## config.mk

```make
export PLATFORM = sky130hd
export DESIGN_NAME = itt_timer
export DESIGN_NICKNAME = d
export VERILOG_FILES = /design/src/itt_pkg.sv /design/src/itt_sync.sv /design/src/itt_timer.sv
export SDC_FILE = /design/constraint.sdc
export NUM_CORES = 1
export LEC_CHECK = 0
export ABC_AREA = 1
export BUFFER_PORTS_ARGS = -buffer_cell sky130_fd_sc_hd__buf_2
export CAP_MARGIN = 20
export CORE_UTILIZATION = 53
export DETAILED_ROUTE_END_ITERATION = 16
export MAX_ROUTING_LAYER = met4
export PLACE_DENSITY_LB_ADDON = 0.3
export SYNTH_ARGS = -nofsm -noshare
export SYNTH_HDL_FRONTEND = slang
export SYNTH_SLANG_ARGS = --single-unit
```

## constraint.sdc

```tcl
create_clock -name ref_clk_i -period 1.65 [get_ports ref_clk_i]
set_input_delay 0.0825 -clock ref_clk_i [delete_from_list [all_inputs] [get_ports ref_clk_i]]
set_output_delay 0.0825 -clock ref_clk_i [all_outputs]
set_load 0.01 [all_outputs]
```

## src/itt_pkg.sv

```systemverilog
// shared constants, types and helpers of the interval / time-base timer
package itt_pkg;

  // register indices on the plain register port
  localparam logic [2:0] ADDR_MODE    = 3'h0;
  localparam logic [2:0] ADDR_COUNT   = 3'h1;
  localparam logic [2:0] ADDR_STATUS  = 3'h2;
  localparam logic [2:0] ADDR_CLEAR   = 3'h3;
  localparam logic [2:0] ADDR_ENABLE  = 3'h4;
  localparam logic [2:0] ADDR_PORTMOD = 3'h5;

  // mode register layout
  localparam logic [7:0] MODE_RESET    = 8'h10;
  localparam int         MODE_RSV_BIT  = 4;
  localparam int         MODE_TB_BIT   = 3;
  localparam int         MODE_OUT_SRC  = 7;
  localparam logic [1:0] MODE_CLR_CODE = 2'h3;
  localparam logic [1:0] MODE_TB_CODE  = 2'h2;

  // irq status / clear / enable layout, port mode layout
  localparam int         IRQ_OVF_BIT   = 0;
  localparam int         PORT_CLKO_BIT = 0;
  localparam logic [7:0] COUNT_RESET   = 8'h00;
  localparam logic [7:0] COUNT_MAX     = 8'hff;

  // prescaler sizes and taps
  localparam int         PSS_BITS      = 13;
  localparam int         PSW_BITS      = 7;
  localparam logic [2:0] OUT_TAP_DIV32 = 3'h4;

  // sub-clock rate and time-base periods; taps are log2 of sub clocks per count
  localparam int SUB_CLK_HZ     = 32768;
  localparam int TB_PERIOD_1S_US    = 1000000;
  localparam int TB_PERIOD_31MS_US  = 31250;
  localparam int TB_COUNTS_PER_OVF  = 256;
  localparam int TB_TAP_1S    = $clog2(SUB_CLK_HZ / TB_COUNTS_PER_OVF);
  localparam int TB_TAP_31MS  = $clog2((SUB_CLK_HZ / 32) / TB_COUNTS_PER_OVF);

  typedef enum logic [2:0] {
    ITT_ACTIVE,
    ITT_SLEEP,
    ITT_WATCH,
    ITT_SUBACTIVE,
    ITT_SUBSLEEP,
    ITT_STANDBY
  } itt_pwr_e;

  // true once every 2**k counts, when all bits below k are ones
  function automatic logic tap_hit(input logic [15:0] cnt, input logic [3:0] k);
    logic [15:0] mask;
    mask = (16'h0001 << k) - 16'h0001;
    return (cnt & mask) == mask;
  endfunction : tap_hit

  function automatic logic [3:0] sys_tap(input logic [2:0] sel);
    logic [3:0] k;
    case (sel)
      3'h0:    k = 4'hd;
      3'h1:    k = 4'hc;
      3'h2:    k = 4'hb;
      3'h3:    k = 4'h9;
      3'h4:    k = 4'h8;
      3'h5:    k = 4'h7;
      3'h6:    k = 4'h5;
      default: k = 4'h3;
    endcase
    return k;
  endfunction : sys_tap

  function automatic logic [3:0] sub_tap(input logic [1:0] sel);
    logic [3:0] k;
    case (sel)
      2'h0:    k = 4'(TB_TAP_1S);
      2'h1:    k = 4'(TB_TAP_1S - 1);
      2'h2:    k = 4'(TB_TAP_1S - 2);
      default: k = 4'(TB_TAP_31MS);
    endcase
    return k;
  endfunction : sub_tap

endpackage : itt_pkg

```

## src/itt_sync.sv

```systemverilog
// two-flop synchroniser with rising-edge pulse
`timescale 1ns/100ps
`default_nettype none
module itt_sync (
  input  wire logic ref_clk_i,
  input  wire logic arst_n_i,
  input  wire logic async_i,
  output var  logic rise_o
);
  logic meta;
  logic stable;
  logic prev;

  // meta feeds only stable; edge detect looks at stable and prev
  always_ff @(posedge ref_clk_i or negedge arst_n_i) begin
    if (!arst_n_i) begin
      meta   <= 1'b0;
      stable <= 1'b0;
      prev   <= 1'b0;
    end else begin
      meta   <= async_i;
      stable <= meta;
      prev   <= stable;
    end
  end

  always_ff @(posedge ref_clk_i or negedge arst_n_i) begin
    if (!arst_n_i) begin
      rise_o <= 1'b0;
    end else begin
      rise_o <= stable & ~prev;
    end
  end
endmodule : itt_sync
`default_nettype wire

```

## src/itt_timer.sv

```systemverilog
// interval timer / clock time base with clock output
//
// Operation
// - out select 000-011 gives sys clock /32../4, 100-111 sub clock /32../4
// - sys output only in active/sleep; sub output also in subactive/subsleep
// - mode bit 4 reads as 1, writes to it ignored
// - bit3=0: interval, bits 2:0 pick sys tap /8192,/4096,/2048,/512,/256,/128,/32,/8
// - bits 3:2=10: time base, bits 1:0 pick 1, 0.5, 0.25, 0.03125 s
// - writing bits 3:2 as 11 clears counter and sub-clock prescaler
// - mode register resets to 0x10
// - counter read-only, counts selected clock, reads zero in subactive
// - counter overflow sets the overflow request flag
// - counter resets to zero
// - count after 0xff overflows and wraps to zero, every 256 inputs
// - flag set and enable set raise the interrupt
// - reset clears counter and bit3 so interval counting starts at once
// - clock output driven only while port mode enable bit is 1
// - interval halts outside active/sleep; time base halts only in standby
// - sub-clock synchronised into system clock before counting
//
// The strobed register port and the register offsets were left to the implementer.
`timescale 1ns/100ps
`default_nettype none
module itt_timer #(
  parameter int PSS_W = itt_pkg::PSS_BITS,
  parameter int PSW_W = itt_pkg::PSW_BITS
) (
  input  wire logic             ref_clk_i,
  input  wire logic             arst_n_i,
  input  wire logic             sub_clk_i,
  input  wire itt_pkg::itt_pwr_e pwr_mode_i,
  input  wire logic [2:0]       addr_i,
  input  wire logic [7:0]       wdata_i,
  input  wire logic             wr_i,
  input  wire logic             rd_i,
  output var  logic [7:0]       rdata_o,
  output var  logic             irq_o,
  output var  logic             clk_out_o
);

  if (PSS_W < itt_pkg::PSS_BITS || PSS_W > 16) begin : g_pss_chk
    $error("PSS_W must be 13 to 16");
  end
  if (PSW_W < itt_pkg::PSW_BITS || PSW_W > 16) begin : g_psw_chk
    $error("PSW_W must be 7 to 16");
  end

  logic [7:0]       mode_reg;
  logic [7:0]       count;
  logic [7:0]       irq_status;
  logic [7:0]       irq_enable;
  logic [7:0]       port_mode;
  logic [PSS_W-1:0] system_prescaler;
  logic [PSW_W-1:0] subclock_prescaler;
  logic             sub_rise;
  logic             sys_run;
  logic             sub_run;
  logic             is_tb;
  logic             is_clr;
  logic             sys_tick;
  logic             sub_tick;
  logic             cnt_tick;
  logic             ovf;
  logic             wr_mode;
  logic             clr_wr;
  logic             reg_wr_ok;
  logic             next_clk_out;
  logic [7:0]       next_rdata;

  itt_sync u_sub_sync (
    .ref_clk_i (ref_clk_i),
    .arst_n_i  (arst_n_i),
    .async_i   (sub_clk_i),
    .rise_o    (sub_rise)
  );

  // power-mode gating
  assign sys_run = (pwr_mode_i == itt_pkg::ITT_ACTIVE) || (pwr_mode_i == itt_pkg::ITT_SLEEP);
  assign sub_run = pwr_mode_i != itt_pkg::ITT_STANDBY;
  // the cpu only writes while it runs; elsewhere the mode register is retained
  assign reg_wr_ok = (pwr_mode_i == itt_pkg::ITT_ACTIVE) || (pwr_mode_i == itt_pkg::ITT_SUBACTIVE);

  assign is_tb  = mode_reg[3:2] == itt_pkg::MODE_TB_CODE;
  assign is_clr = mode_reg[3:2] == itt_pkg::MODE_CLR_CODE;
  assign wr_mode = wr_i && reg_wr_ok && (addr_i == itt_pkg::ADDR_MODE);
  assign clr_wr  = wr_mode && (wdata_i[3:2] == itt_pkg::MODE_CLR_CODE);

  // system prescaler, free running
  always_ff @(posedge ref_clk_i or negedge arst_n_i) begin
    if (!arst_n_i) begin
      system_prescaler <= '0;
    end else begin
      system_prescaler <= system_prescaler + PSS_W'(1);
    end
  end

  // sub-clock prescaler, counts synchronised sub-clock edges
  always_ff @(posedge ref_clk_i or negedge arst_n_i) begin
    if (!arst_n_i) begin
      subclock_prescaler <= '0;
    end else if (clr_wr) begin
      subclock_prescaler <= '0;
    end else if (sub_rise && sub_run) begin
      subclock_prescaler <= subclock_prescaler + PSW_W'(1);
    end
  end

  // tap period ends become one-cycle count enables
  assign sys_tick = !mode_reg[itt_pkg::MODE_TB_BIT] && sys_run
                    && itt_pkg::tap_hit(16'(system_prescaler), itt_pkg::sys_tap(mode_reg[2:0]));
  assign sub_tick = is_tb && sub_run && sub_rise
                    && itt_pkg::tap_hit(16'(subclock_prescaler), itt_pkg::sub_tap(mode_reg[1:0]));
  assign cnt_tick = sys_tick || sub_tick;
  assign ovf      = cnt_tick && (count == itt_pkg::COUNT_MAX);

  // mode register; bit 4 fixed so the reserved bit always reads 1
  always_ff @(posedge ref_clk_i or negedge arst_n_i) begin
    if (!arst_n_i) begin
      mode_reg <= itt_pkg::MODE_RESET;
    end else if (wr_mode) begin
      mode_reg <= wdata_i | itt_pkg::MODE_RESET;
    end
  end

  // up counter
  always_ff @(posedge ref_clk_i or negedge arst_n_i) begin
    if (!arst_n_i) begin
      count <= itt_pkg::COUNT_RESET;
    end else if (clr_wr || is_clr) begin
      count <= itt_pkg::COUNT_RESET;
    end else if (cnt_tick) begin
      count <= count + 8'h01;
    end
  end

  // sticky status: hardware set wins over a same-cycle software clear
  always_ff @(posedge ref_clk_i or negedge arst_n_i) begin
    if (!arst_n_i) begin
      irq_status <= 8'h00;
    end else begin
      if (wr_i && reg_wr_ok && addr_i == itt_pkg::ADDR_CLEAR) begin
        irq_status <= irq_status & ~wdata_i;
      end
      if (ovf) begin
        irq_status[itt_pkg::IRQ_OVF_BIT] <= 1'b1;
      end
    end
  end

  always_ff @(posedge ref_clk_i or negedge arst_n_i) begin
    if (!arst_n_i) begin
      irq_enable <= 8'h00;
    end else if (wr_i && reg_wr_ok && addr_i == itt_pkg::ADDR_ENABLE) begin
      irq_enable <= wdata_i & 8'h01;
    end
  end

  always_ff @(posedge ref_clk_i or negedge arst_n_i) begin
    if (!arst_n_i) begin
      port_mode <= 8'h00;
    end else if (wr_i && reg_wr_ok && addr_i == itt_pkg::ADDR_PORTMOD) begin
      port_mode <= wdata_i & 8'h01;
    end
  end

  always_ff @(posedge ref_clk_i or negedge arst_n_i) begin
    if (!arst_n_i) begin
      irq_o <= 1'b0;
    end else begin
      irq_o <= |(irq_status & irq_enable);
    end
  end

  // clock output: prescaler bit (4 - sel) is a square wave of /32 down to /4
  always_comb begin
    next_clk_out = 1'b0;
    if (port_mode[itt_pkg::PORT_CLKO_BIT]) begin
      if (!mode_reg[itt_pkg::MODE_OUT_SRC]) begin
        if (sys_run) begin
          next_clk_out = system_prescaler[itt_pkg::OUT_TAP_DIV32 - {1'b0, mode_reg[6:5]}];
        end
      end else if (sub_run && pwr_mode_i != itt_pkg::ITT_WATCH) begin
        next_clk_out = subclock_prescaler[itt_pkg::OUT_TAP_DIV32 - {1'b0, mode_reg[6:5]}];
      end
    end
  end

  always_ff @(posedge ref_clk_i or negedge arst_n_i) begin
    if (!arst_n_i) begin
      clk_out_o <= 1'b0;
    end else begin
      clk_out_o <= next_clk_out;
    end
  end

  // read mux; unmapped and write-only addresses read zero
  always_comb begin
    next_rdata = 8'h00;
    case (addr_i)
      itt_pkg::ADDR_MODE:    next_rdata = mode_reg | itt_pkg::MODE_RESET;
      itt_pkg::ADDR_COUNT:   next_rdata = (pwr_mode_i == itt_pkg::ITT_SUBACTIVE) ? 8'h00 : count;
      itt_pkg::ADDR_STATUS:  next_rdata = irq_status;
      itt_pkg::ADDR_ENABLE:  next_rdata = irq_enable;
      itt_pkg::ADDR_PORTMOD: next_rdata = port_mode;
      default:               next_rdata = 8'h00;
    endcase
  end

  // data stand only in the cycle after the read strobe
  always_ff @(posedge ref_clk_i or negedge arst_n_i) begin
    if (!arst_n_i) begin
      rdata_o <= 8'h00;
    end else begin
      rdata_o <= rd_i ? next_rdata : 8'h00;
    end
  end
endmodule : itt_timer
`default_nettype wire

```

# After elaboration in Yosys (flattened, before gate mapping)
# Cells that the tools add are included.
word_totals:
  wordCells: 101
  ramBits: 0
  out_inout_bits: 10
  mem_bits_ro: 0
  memories: 0
  in_bits: 19
  latch_bits: 0
  reg_bits: 59
op_classes:
  muxes: 19
  n_mul: 0
  div_mod_pow: 0
  reduce_logical: 27
  n_shift: 2
  eq_ne: 23
  order_cmp: 2
  bitwise_logic: 7
  n_addsub: 6
ops:
  columns: ["op", "n"]
  rows:
  - ["$pmux W8 S5", 1]
  - ["$eq A16 B16 Y1", 2]
  - ["$mux W8", 4]
  - ["$shl A1 B4 Y16 const A", 2]
  - ["$sub A16 B1 Y16 const B", 2]
  - ["$pmux W4 S7", 1]
  - ["$and A13 B16 Y16", 1]
  - ["$and A7 B16 Y16", 1]
  - ["$eq A3 B2 Y1 const B", 5]
  - ["$eq A3 B3 Y1 const B", 5]
  - ["$logic_and A1 B1 Y1", 14]
  - ["$mux W7", 2]
  - ["$add A13 B1 Y13 const B", 1]
  - ["$eq A3 B1 Y1 const B", 3]
  - ["$logic_not A3 Y1", 3]
  - ["$pmux W3 S3", 1]
  - ["$add A8 B1 Y8 const B", 1]
  - ["$and A8 B1 Y8", 1]
  - ["$and A8 B8 Y8", 1]
  - ["$eq A2 B2 Y1 const B", 4]
  - ["$eq A8 B8 Y1 const B", 1]
  - ["$mux W1", 8]
  - ["$not A8 Y8", 1]
  - ["$reduce_or A8 Y1", 1]
  - ["14 further kinds", 20]

# Depth between registers and ports, before layout
# Gate-level depths: netlist of run 1.
logic_depth:
  ltp_word: 10
  ltp_mapped: 11
  depth_no_buf: 10

# Modules after synthesis
# Synthesis of run 1 repeated with hierarchy kept, for this count alone.
hier_totals:
  hier_cells: 340
  area_unflattened_um2: 2884.0
by_module_without_submodules:
  columns: ["mod", "seq_area_each_um2", "n_inst", "cells_each", "area_each_um2"]
  rows:
  - ["itt_timer", 1376.3, 1, 334, 2773.9]
  - ["itt_sync", 100.1, 1, 6, 110.1]

# Worst setup path after synthesis of run 1
# OpenSTA, ideal clock, no wires.
synth_path:
  kind: "register to register"
  start: "reg mode_reg[5]"
  end: "reg clk_out_o"
  synth_period_minus_slack_ns: 1.609
  stages_incl_launch_ff: 12
  path_buffers: 1
  path_slack_ns: 0.041
  arrival_time_ns: 1.494
  path_cell_list: "dfrtp_1 buf_2 clkinv_1 ha_1 inv_1 nand3_1 nand2_1 nand2_1 nand3_1 nand2_1 nand2_1 nor2_1"
synth_between:
  elab_chain_cells: 6
  word_cells_on_any_way: 9
synth_rtl:
  columns: ["item", "line", "rtl"]
  rows:
  - ["start, declared", "itt_timer.sv:48", "logic [7:0] mode_reg;"]
  - ["start signal, assigned", "itt_timer.sv:119", "mode_reg <= itt_pkg::MODE_RESET;"]
  - ["start signal, assigned", "itt_timer.sv:121", "mode_reg <= wdata_i | itt_pkg::MODE_RESET;"]
  - ["$sub A3 B2 Y3 *", "itt_timer.sv:180, itt_timer.sv:183", null]
  - ["$bmux W1 S3 (on tied branches)", "itt_timer.sv:180, itt_timer.sv:183", null]
  - ["$mux W1 (on tied branches)", "itt_timer.sv:180, itt_timer.sv:183", null]
  - ["$mux W1 (on tied branches)", "itt_timer.sv:179, itt_timer.sv:182", null]
  - ["$mux W1 *", "itt_timer.sv:178", "if (!mode_reg[itt_pkg::MODE_OUT_SRC]) begin"]
  - ["$mux W1 *", "itt_timer.sv:177", "if (port_mode[itt_pkg::PORT_CLKO_BIT]) begin"]
  - ["named net next_clk_out", "itt_timer.sv:67", "logic next_clk_out;"]
  - ["end signal, assigned", "itt_timer.sv:192", "clk_out_o <= next_clk_out;"]
  - ["end, declared", "itt_timer.sv:38", "output var logic clk_out_o"]
# Mark *: on every way through the listed nets, which the timed path passes. The rest lies on a longest branch. The select of a mux whose other input is x is not followed.
# A chain may end at the register's enable or synchronous reset.

# Worst setup path after layout of run 1
layout_path:
  start: "reg system_prescaler[0]"
  end: "reg count[2]"
layout_between:
  elab_chain_cells: 5
layout_rtl:
  columns: ["item", "line", "rtl"]
  rows:
  - ["start, declared", "itt_timer.sv:53", "logic [PSS_W-1:0] system_prescaler;"]
  - ["start signal, assigned", "itt_timer.sv:93", "system_prescaler <= system_prescaler + PSS_W'(1);"]
  - ["$and A13 B16 Y16", "itt_pkg.sv:52", "return (cnt & mask) == mask;"]
  - ["$eq A16 B16 Y1", "itt_pkg.sv:52", null]
  - ["$logic_and A1 B1 Y1", "itt_timer.sv:110", "&& itt_pkg::tap_hit(16'(system_prescaler), itt_pkg::sys_tap(mode_reg[2:0]));"]
  - ["$logic_or A1 B1 Y1", "itt_timer.sv:113", "assign cnt_tick = sys_tick || sub_tick;"]
  - ["$reduce_bool A2 Y1 (no line)", null, null]
  - ["end signal, assigned", "itt_timer.sv:128", "count <= itt_pkg::COUNT_RESET;"]
  - ["end signal, assigned", "itt_timer.sv:130", "count <= itt_pkg::COUNT_RESET;"]
  - ["end signal, assigned", "itt_timer.sv:132", "count <= count + 8'h01;"]
  - ["end, declared", "itt_timer.sv:49", "logic [7:0] count;"]
# No other way between the ends.

==> results of run 1 <==
==> power groups by stage <==
stage	combinational [mW]	clock, mW	sequential, mW
final	0.836	1.18	1.74
after global routing	0.949	1.28	1.76
after CTS	0.807	1.20	1.74
after detailed placement	0.781	0	1.76
after global placement	0.763	0	1.75
after floorplan	0.528	0	1.74
==> routing by layer <==
| metal | up-vias | wire [µm] | track usage (%) |
|---|---|---|---|
| met5 | - | 0 | - |
| met4 | 0 | 126 | 10.77 |
| met3 | 16 | 313 | 6.108 |
| met2 | 66 | 3055 | 39.73 |
| met1 | 1183 | 3061 | 33.10 |
| li1 | 1222 | - | - |
==> synthesized netlist by cell type, types with 2 or more instances <==
cell type,count,area share (%)
nand2_1,83,11
dfrtp_1,59,50
inv_1,47,6.0
nand3_1,28,4.8
nor2_1,25,3.2
a21oi_1,20,3.4
xor2_1,16,4.8
o21ai_0,13,2.2
ha_1,6,2.6
o22ai_1,6,1.3
nand3b_1,5,1.3
nand2_2,4,0.85
nand4_1,4,0.85
nor3_1,4,0.68
o211ai_1,4,1.0
xnor2_1,4,1.2
a21boi_0,2,0.51
nor3_2,2,0.68
==> per-stage QoR <==
stage / instances / util (%) / cell area [µm²] / setup slack (ns)
after floorplan: 345 / - / 2927 / 0.04136
after global placement: 449 / 61.75 / 3214 / 0.1545
after detailed placement: 449 / 61.75 / 3214 / 0.07168
after CTS: 473 / 66.92 / 3483 / 0.05126
after global routing: 474 / 67.50 / 3513 / 0.0008467
final: 474 / 67.50 / 3513 / 0.1482
==> cells by family (layout without fill, tap and decap cells) <==
| group | count (synthesis) | after routing |
|---|---|---|
| XOR/XNOR | 20 | 20 |
| flip-flops | 59 | 59 |
| adder cells (fa/ha/maj) | 6 | 6 |
| AO/OA/AOI/OAI | 49 | 49 |
| buffers and inverters | 51 | 110 |
| AND/OR/NAND/NOR | 160 | 160 |
==> how the worst max path moves through the flow <==
stage	endpoint	start	cells after the start	slack [ns]
final	count[2]	system_prescaler[0]	10	0.15
after global placement	irq_status[0]	pwr_mode_i[1]	8	0.15
after global routing	system_prescaler[12]	system_prescaler[0]	7	0.0008
after floorplan	clk_out_o	mode_reg[5]	11	0.04
after detailed placement	clk_out_o	mode_reg[5]	10	0.07
after CTS	clk_out_o	mode_reg[5]	10	0.05
==> final cells by class <==
type / count / area share (%)
sequential: 59 / 42.02
multi-input combinational: 235 / 36.32
timing repair buffer: 46 / 8.832
inverter: 49 / 5.235
clock buffer: 13 / 4.808
tap: 70 / 2.493
clock inverter: 2 / 0.2849
==> worst min-delay path: cells and delay by family <==
family	cells	cell delay, ns
buffers and inverters	1	0.10
AND/OR/NAND/NOR	3	0.14
==> timing repair <==
| action | 4_1_cts | 5_1_grt |
|---|---|---|
| resized for setup | 0 | 5 |
| buffers inserted | 0 | 1 |
| endpoints found under the hold margin | 34 | 0 |
| hold buffers | 9 | 0 |
| endpoints found under the setup margin | 0 | 12 |
==> metrics.md, run 1 <==
| Metric | Value |
|---|---|
| Syn avg cell area | `8.483 µm²` |
| Initial core utilization | `56.23%` |
| CTS root buf | `clkbuf_8` |
| Netlist cell types | `31` |
| P&R area growth vs syn | `20.05%` |
| Global Route Usage Sum | `25.91%` |
| Worst EP arrival | `1.73 ns` |
| Net Count, Synth | `370` |
| Cell mode on critical path | `nand2_1` |
| Leak Pwr | `1.838 nW` |
| R2R depth | `10` |
| Post-Synth Simple-Gate Area | `24.80%` |
| Worst-Margin Slew | `0.6146 ns` |
| Compound-Gate Fraction of Synth Area | `9.491%` |
| Syn Inst Count | `345` |
| Main combinational cell family by area after synthesis | `simple AND/OR/NAND/NOR gates` |
| FP Rows | `26` |
| Sw Ratio | `30.95%` |
| Final HPWL DP | `4871 µm` |
| Via count | `2487` |
| Unrepaired setup endpoints after global routing | `false` |
| Crit-path max cell delay | `0.39 ns` |
| Die W | `76.31 µm` |
| Die area | `0.005823 mm²` |
| Crit-path leading delay family | `simple AND/OR/NAND/NOR gates` |
| 1st-iter DRT viols | `190` |
| Largest net degree at the start of global routing | `25` |
| DR pass1 iterations | `4` |
| Worst setup path class | `reg2reg` |
| Worst-skew pair later-pin latency | `0.34 ns` |
| Multiplexer area fraction after synthesis | `0%` |
| Filler cells | `453` |
| Status | `complete, no violations` |
| Hold Worst Slack | `0.03306 ns` |
| EDFF count, synth | `0` |
| Clk buf depth | `2` |
| Netlist Area Pre-Place | `0.002927 mm²` |
| Setup slack, reg-to-reg | `0.15 ns` |
| GP Congestion | `0.8440` |
| Most frequent cells in the layout | `nand2_1 (83), dfrtp_1 (59), inv_1 (47)` |
| Clock sink count | `59` |
| CP Cell Sequence | `ha_1 > nand3_1 > nor2_1 > nand2_1 > nor2_1 > nand2_1 > nand2_4 > nor2_4 > nand2_1 > nand2_1` |
| Layout Skew | `0.005252 ns` |
| Max-Cap Viols | `0` |
| Commonest non-fill, non-tap cell in the layout | `nand2_1` |
| Sequential Power Share | `46.2%` |
| Pint | `2.593 mW` |
| Largest register FFs | `13` |
| Critical R2R Capture | `count[2]` |
| Drt wl/cell | `13.83 µm` |
| Total wire length | `6557 µm` |
| Worst min path class | `in2reg` |
| Max Transition Viols Final | `0` |
| Final worst path period need | `1.502 ns` |
| Antenna Diode Count | `0` |
| H-tree depth | `3` |
| Slew margin rel. | `59.03%` |
| Asr flop ratio synth | `100.0%` |
| Largest Register | `system_prescaler` |
| Req. time, crit path | `1.88 ns` |
| Clock slew at reported path FFs | `0.06 ns` |
| Power per cell area | `1069 mW/mm²` |
| Register bit total from synthesis | `59` |
| Beginning of the worst hold path | `wdata_i[0]` |
| YS warnings | `0` |
| First-pass GRT wire length | `11200 µm` |
| Nets@finish | `425` |
| Worst vdd ir | `681.0 µV` |
| Clock Power Share | `31.5%` |
| Mean number of vias per cell | `5.247` |
| Hold EP | `irq_status[0]` |
| Sequential cell area | `0.001476 mm²` |
| Final setup fails | `0` |
| Final period util | `91.02%` |
| Commonest register cell after synthesis | `dfrtp_1` |
| TritonCTS clock tree | `done` |
| Seq/Total Area, Yosys | `50.45%` |
| CP Launch Type | `flop` |
| Initial antenna violation count | `0` |
| Tot Pwr | `3.755 mW` |
| Core ar. | `0.005205 mm²` |
| FMAX | `0.6659 GHz` |
| Final hold vios | `0` |
| Critical path's slowest cell | `dfrtp_1` |
| Critical path peak fanout | `10` |
| Logic pwr share | `22.3%` |
| Crit end category | `flop` |
| TritonCTS buffer count | `9` |
| Post-Synth Adder-Cell Area | `2.565%` |
| Die span in y | `76.31 µm` |
| P_sw | `1.162 mW` |
| Area occupied by multi-input gates | `0.001276 mm²` |
| Port bufs | `28` |
| Vias in the first global route | `2505` |
| DRT antenna net count | `0` |
| Setup TNS | `0 ns` |
| IO Count | `29` |
| WP buf/inv | `0` |
| Layout cell share with drive strength beyond 1 | `16.58%` |
| Worst Hold Depth | `4` |
| DRC | `0` |
| Reg2reg start | `system_prescaler[0]` |
| Remaining global-route overflow | `0` |
| XOR/XNOR Fraction of Synth Area | `5.985%` |
(Power assumes the default switching activity.)
==> run 2, diff against run 1 <==
--- a/config.mk
+++ b/config.mk
@@ -6,7 +6,7 @@
 export NUM_CORES = 1
 export LEC_CHECK = 0
 export ABC_AREA = 1
-export BUFFER_PORTS_ARGS = -buffer_cell sky130_fd_sc_hd__buf_2
+export BUFFER_PORTS_ARGS = -buffer_cell sky130_fd_sc_hd__buf_4
 export CAP_MARGIN = 20
 export CORE_UTILIZATION = 53
 export DETAILED_ROUTE_END_ITERATION = 16
==> run 2 against run 1 <==
Against the previous run: flip-flop and latch count stayed put; critical path depth down 3; combinational power fell by 2%; setup slack got worse by 0.034 ns; non-clock buffer count down 5; die area unchanged; clock power hardly changed; critical path type unchanged; largest power group unchanged.
==> metrics.md, run 2 (same netlist as run 1, synthesis figures left out) <==
| Metric | Value |
|---|---|
| Crit end category | `flop` |
| Final HPWL DP | `4552 µm` |
| DRC | `0` |
| Tot Pwr | `3.745 mW` |
| Status | `complete, no violations` |
| Design Area, Final | `0.003531 mm²` |
| Vias in the first global route | `2339` |
| Setup ws final | `0.1144 ns` |
| Remaining global-route overflow | `0` |
| Final setup fails | `0` |
| Worst EP arrival | `1.75 ns` |
| Worst-Margin Slew | `0.7385 ns` |
| 1st-iter DRT viols | `166` |
| Largest register FFs | `13` |
| DR pass1 iterations | `4` |
| TritonCTS buffer count | `9` |
| Port bufs | `28` |
| Req. time, crit path | `1.86 ns` |
| CP Cell Sequence | `ha_1 > nand3_1 > nor2_2 > nand3_1 > nor2_1 > nand3_1 > xor2_1` |
| Largest Register | `system_prescaler` |
| Worst vdd ir | `730.5 µV` |
| Max-Cap Viols | `0` |
| Die span in y | `76.31 µm` |
| TritonCTS clock tree | `done` |
| Post-CTS Setup Repair Bufs | `0` |
| Initial core utilization | `56.23%` |
| Mean number of vias per cell | `5.203` |
| FMAX | `0.6512 GHz` |
| Final hold vios | `0` |
| Slew margin rel. | `50.77%` |
| Filler cells | `429` |
| Worst setup path class | `reg2reg` |
| Power per cell area | `1061 mW/mm²` |
| Most frequent cells in the layout | `nand2_1 (83), dfrtp_1 (59), inv_1 (47)` |
| Setup slack, reg-to-reg | `0.11 ns` |
| Final period util | `93.06%` |
| Die area | `0.005823 mm²` |
| Commonest non-fill, non-tap cell in the layout | `nand2_1` |
| P&R area growth vs syn | `20.65%` |
| Leak Pwr | `1.826 nW` |
| DRT antenna net count | `0` |
| Dpl ws | `0.09897 ns` |
| GP Congestion | `0.8719` |
| Core ar. | `0.005205 mm²` |
| Initial antenna violation count | `0` |
| H-tree depth | `3` |
| Total wire length | `6403 µm` |
| Clock slew at reported path FFs | `0.06 ns` |
| Layout cell share with drive strength beyond 1 | `15.29%` |
| CTS root buf | `clkbuf_8` |
| Max Transition Viols Final | `0` |
| Critical path peak fanout | `4` |
| Antenna Diode Count | `0` |
| WP buf/inv | `0` |
| Global Route Usage Sum | `24.79%` |
| Worst min path class | `in2reg` |
| Final worst path period need | `1.536 ns` |
| Via count | `2440` |
| IO Count | `29` |
| Drt wl/cell | `13.65 µm` |
| Die W | `76.31 µm` |
| Placed cell area | `0.003242 mm²` |
| Cell mode on critical path | `nand3_1` |
| Crit-path max cell delay | `0.40 ns` |
| Worst-skew pair later-pin latency | `0.33 ns` |
| First-pass GRT wire length | `10930 µm` |
| Layout Skew | `0.004469 ns` |
| FP Rows | `26` |
| CP Launch Type | `flop` |
| Nets@finish | `420` |
| Critical path's slowest cell | `dfrtp_1` |
| Clk buf depth | `2` |
| Crit-path leading delay family | `simple AND/OR/NAND/NOR gates` |
| Largest net degree at the start of global routing | `60` |
| Post-route insts no fill | `469` |
| Clock sink count | `59` |
| Cell count after placement | `445` |
## run 2: changes by cell type in the layout (fill, tap and decap cells not counted), sizes merged
cell,delta
buf,-5
## run 2: path summary, 6_finish.rpt
check / startpoint / to / cells past startpoint
max: system_prescaler[0] / system_prescaler[12] / 7
min: wdata_i[0] / irq_status[0] / 4
max reg2reg: system_prescaler[0] / system_prescaler[12] / 7
min reg2reg: u_sub_sync.meta / u_sub_sync.stable / 0
max in group asynchronous: arst_n_i / rdata_o[6] / 2
min in group asynchronous: arst_n_i / system_prescaler[1] / 2
## run 2: power by group
| group | leakage, nW | switching [mW] | total, mW | internal [mW] |
|---|---|---|---|---|
| clock | 0.0953 | 0.529 | 1.18 | 0.655 |
| sequential | 0.745 | 0.134 | 1.74 | 1.61 |
| combinational | 0.986 | 0.486 | 0.819 | 0.333 |
| total | 1.83 | 1.15 | 3.75 | 2.60 |
## run 2: final cells by class
cell class,count,area [µm²],share of cell area (%)
clock buffer,13,168.9,4.784
clock inverter,2,10.01,0.2835
inverter,49,183.9,5.209
multi-input combinational,235,1274,36.07
sequential,59,1476,41.81
tap,70,87.58,2.481
timing repair buffer,41,330.3,9.355
## run 2: layer usage
| layer | routed length, µm | vias up | GRT usage, % | part of all wire [%] |
|---|---|---|---|---|
| li1 | - | 1208 | - | - |
| met1 | 3048 | 1156 | 34.50 | 48 |
| met2 | 2950 | 63 | 36.04 | 46 |
| met3 | 276 | 13 | 4.072 | 4.3 |
| met4 | 128 | 0 | 10.58 | 2.0 |
| met5 | 0 | - | - | 0 |
## run 2: metrics by stage
step | hold slack, ns | setup TNS (ns) | utilization (%)
final | 0.01089 | 0 | 67.84
after global routing | 0.03654 | -0.01558 | 67.84
after CTS | 0.003113 | 0 | 67.45
after detailed placement | 0.1939 | 0 | 62.28
after global placement | 0.1938 | 0 | 62.28
after floorplan | -0.2131 | 0 | -
## run 2: repair_timing
action,4_1_cts,5_1_grt
hold buffers,9,0
endpoints found under the hold margin,73,0
endpoints found under the setup margin,0,12
resized for setup,0,4
## run 2: worst register-to-register path: cells and delay by family, from the launching register on
family | cells | cell delay (ns)
adders and majority gates | 1 | 0.21
and+or+nand+nor | 5 | 0.66
xor gates and xnor gates | 1 | 0.15
DFF | 1 | 0.40
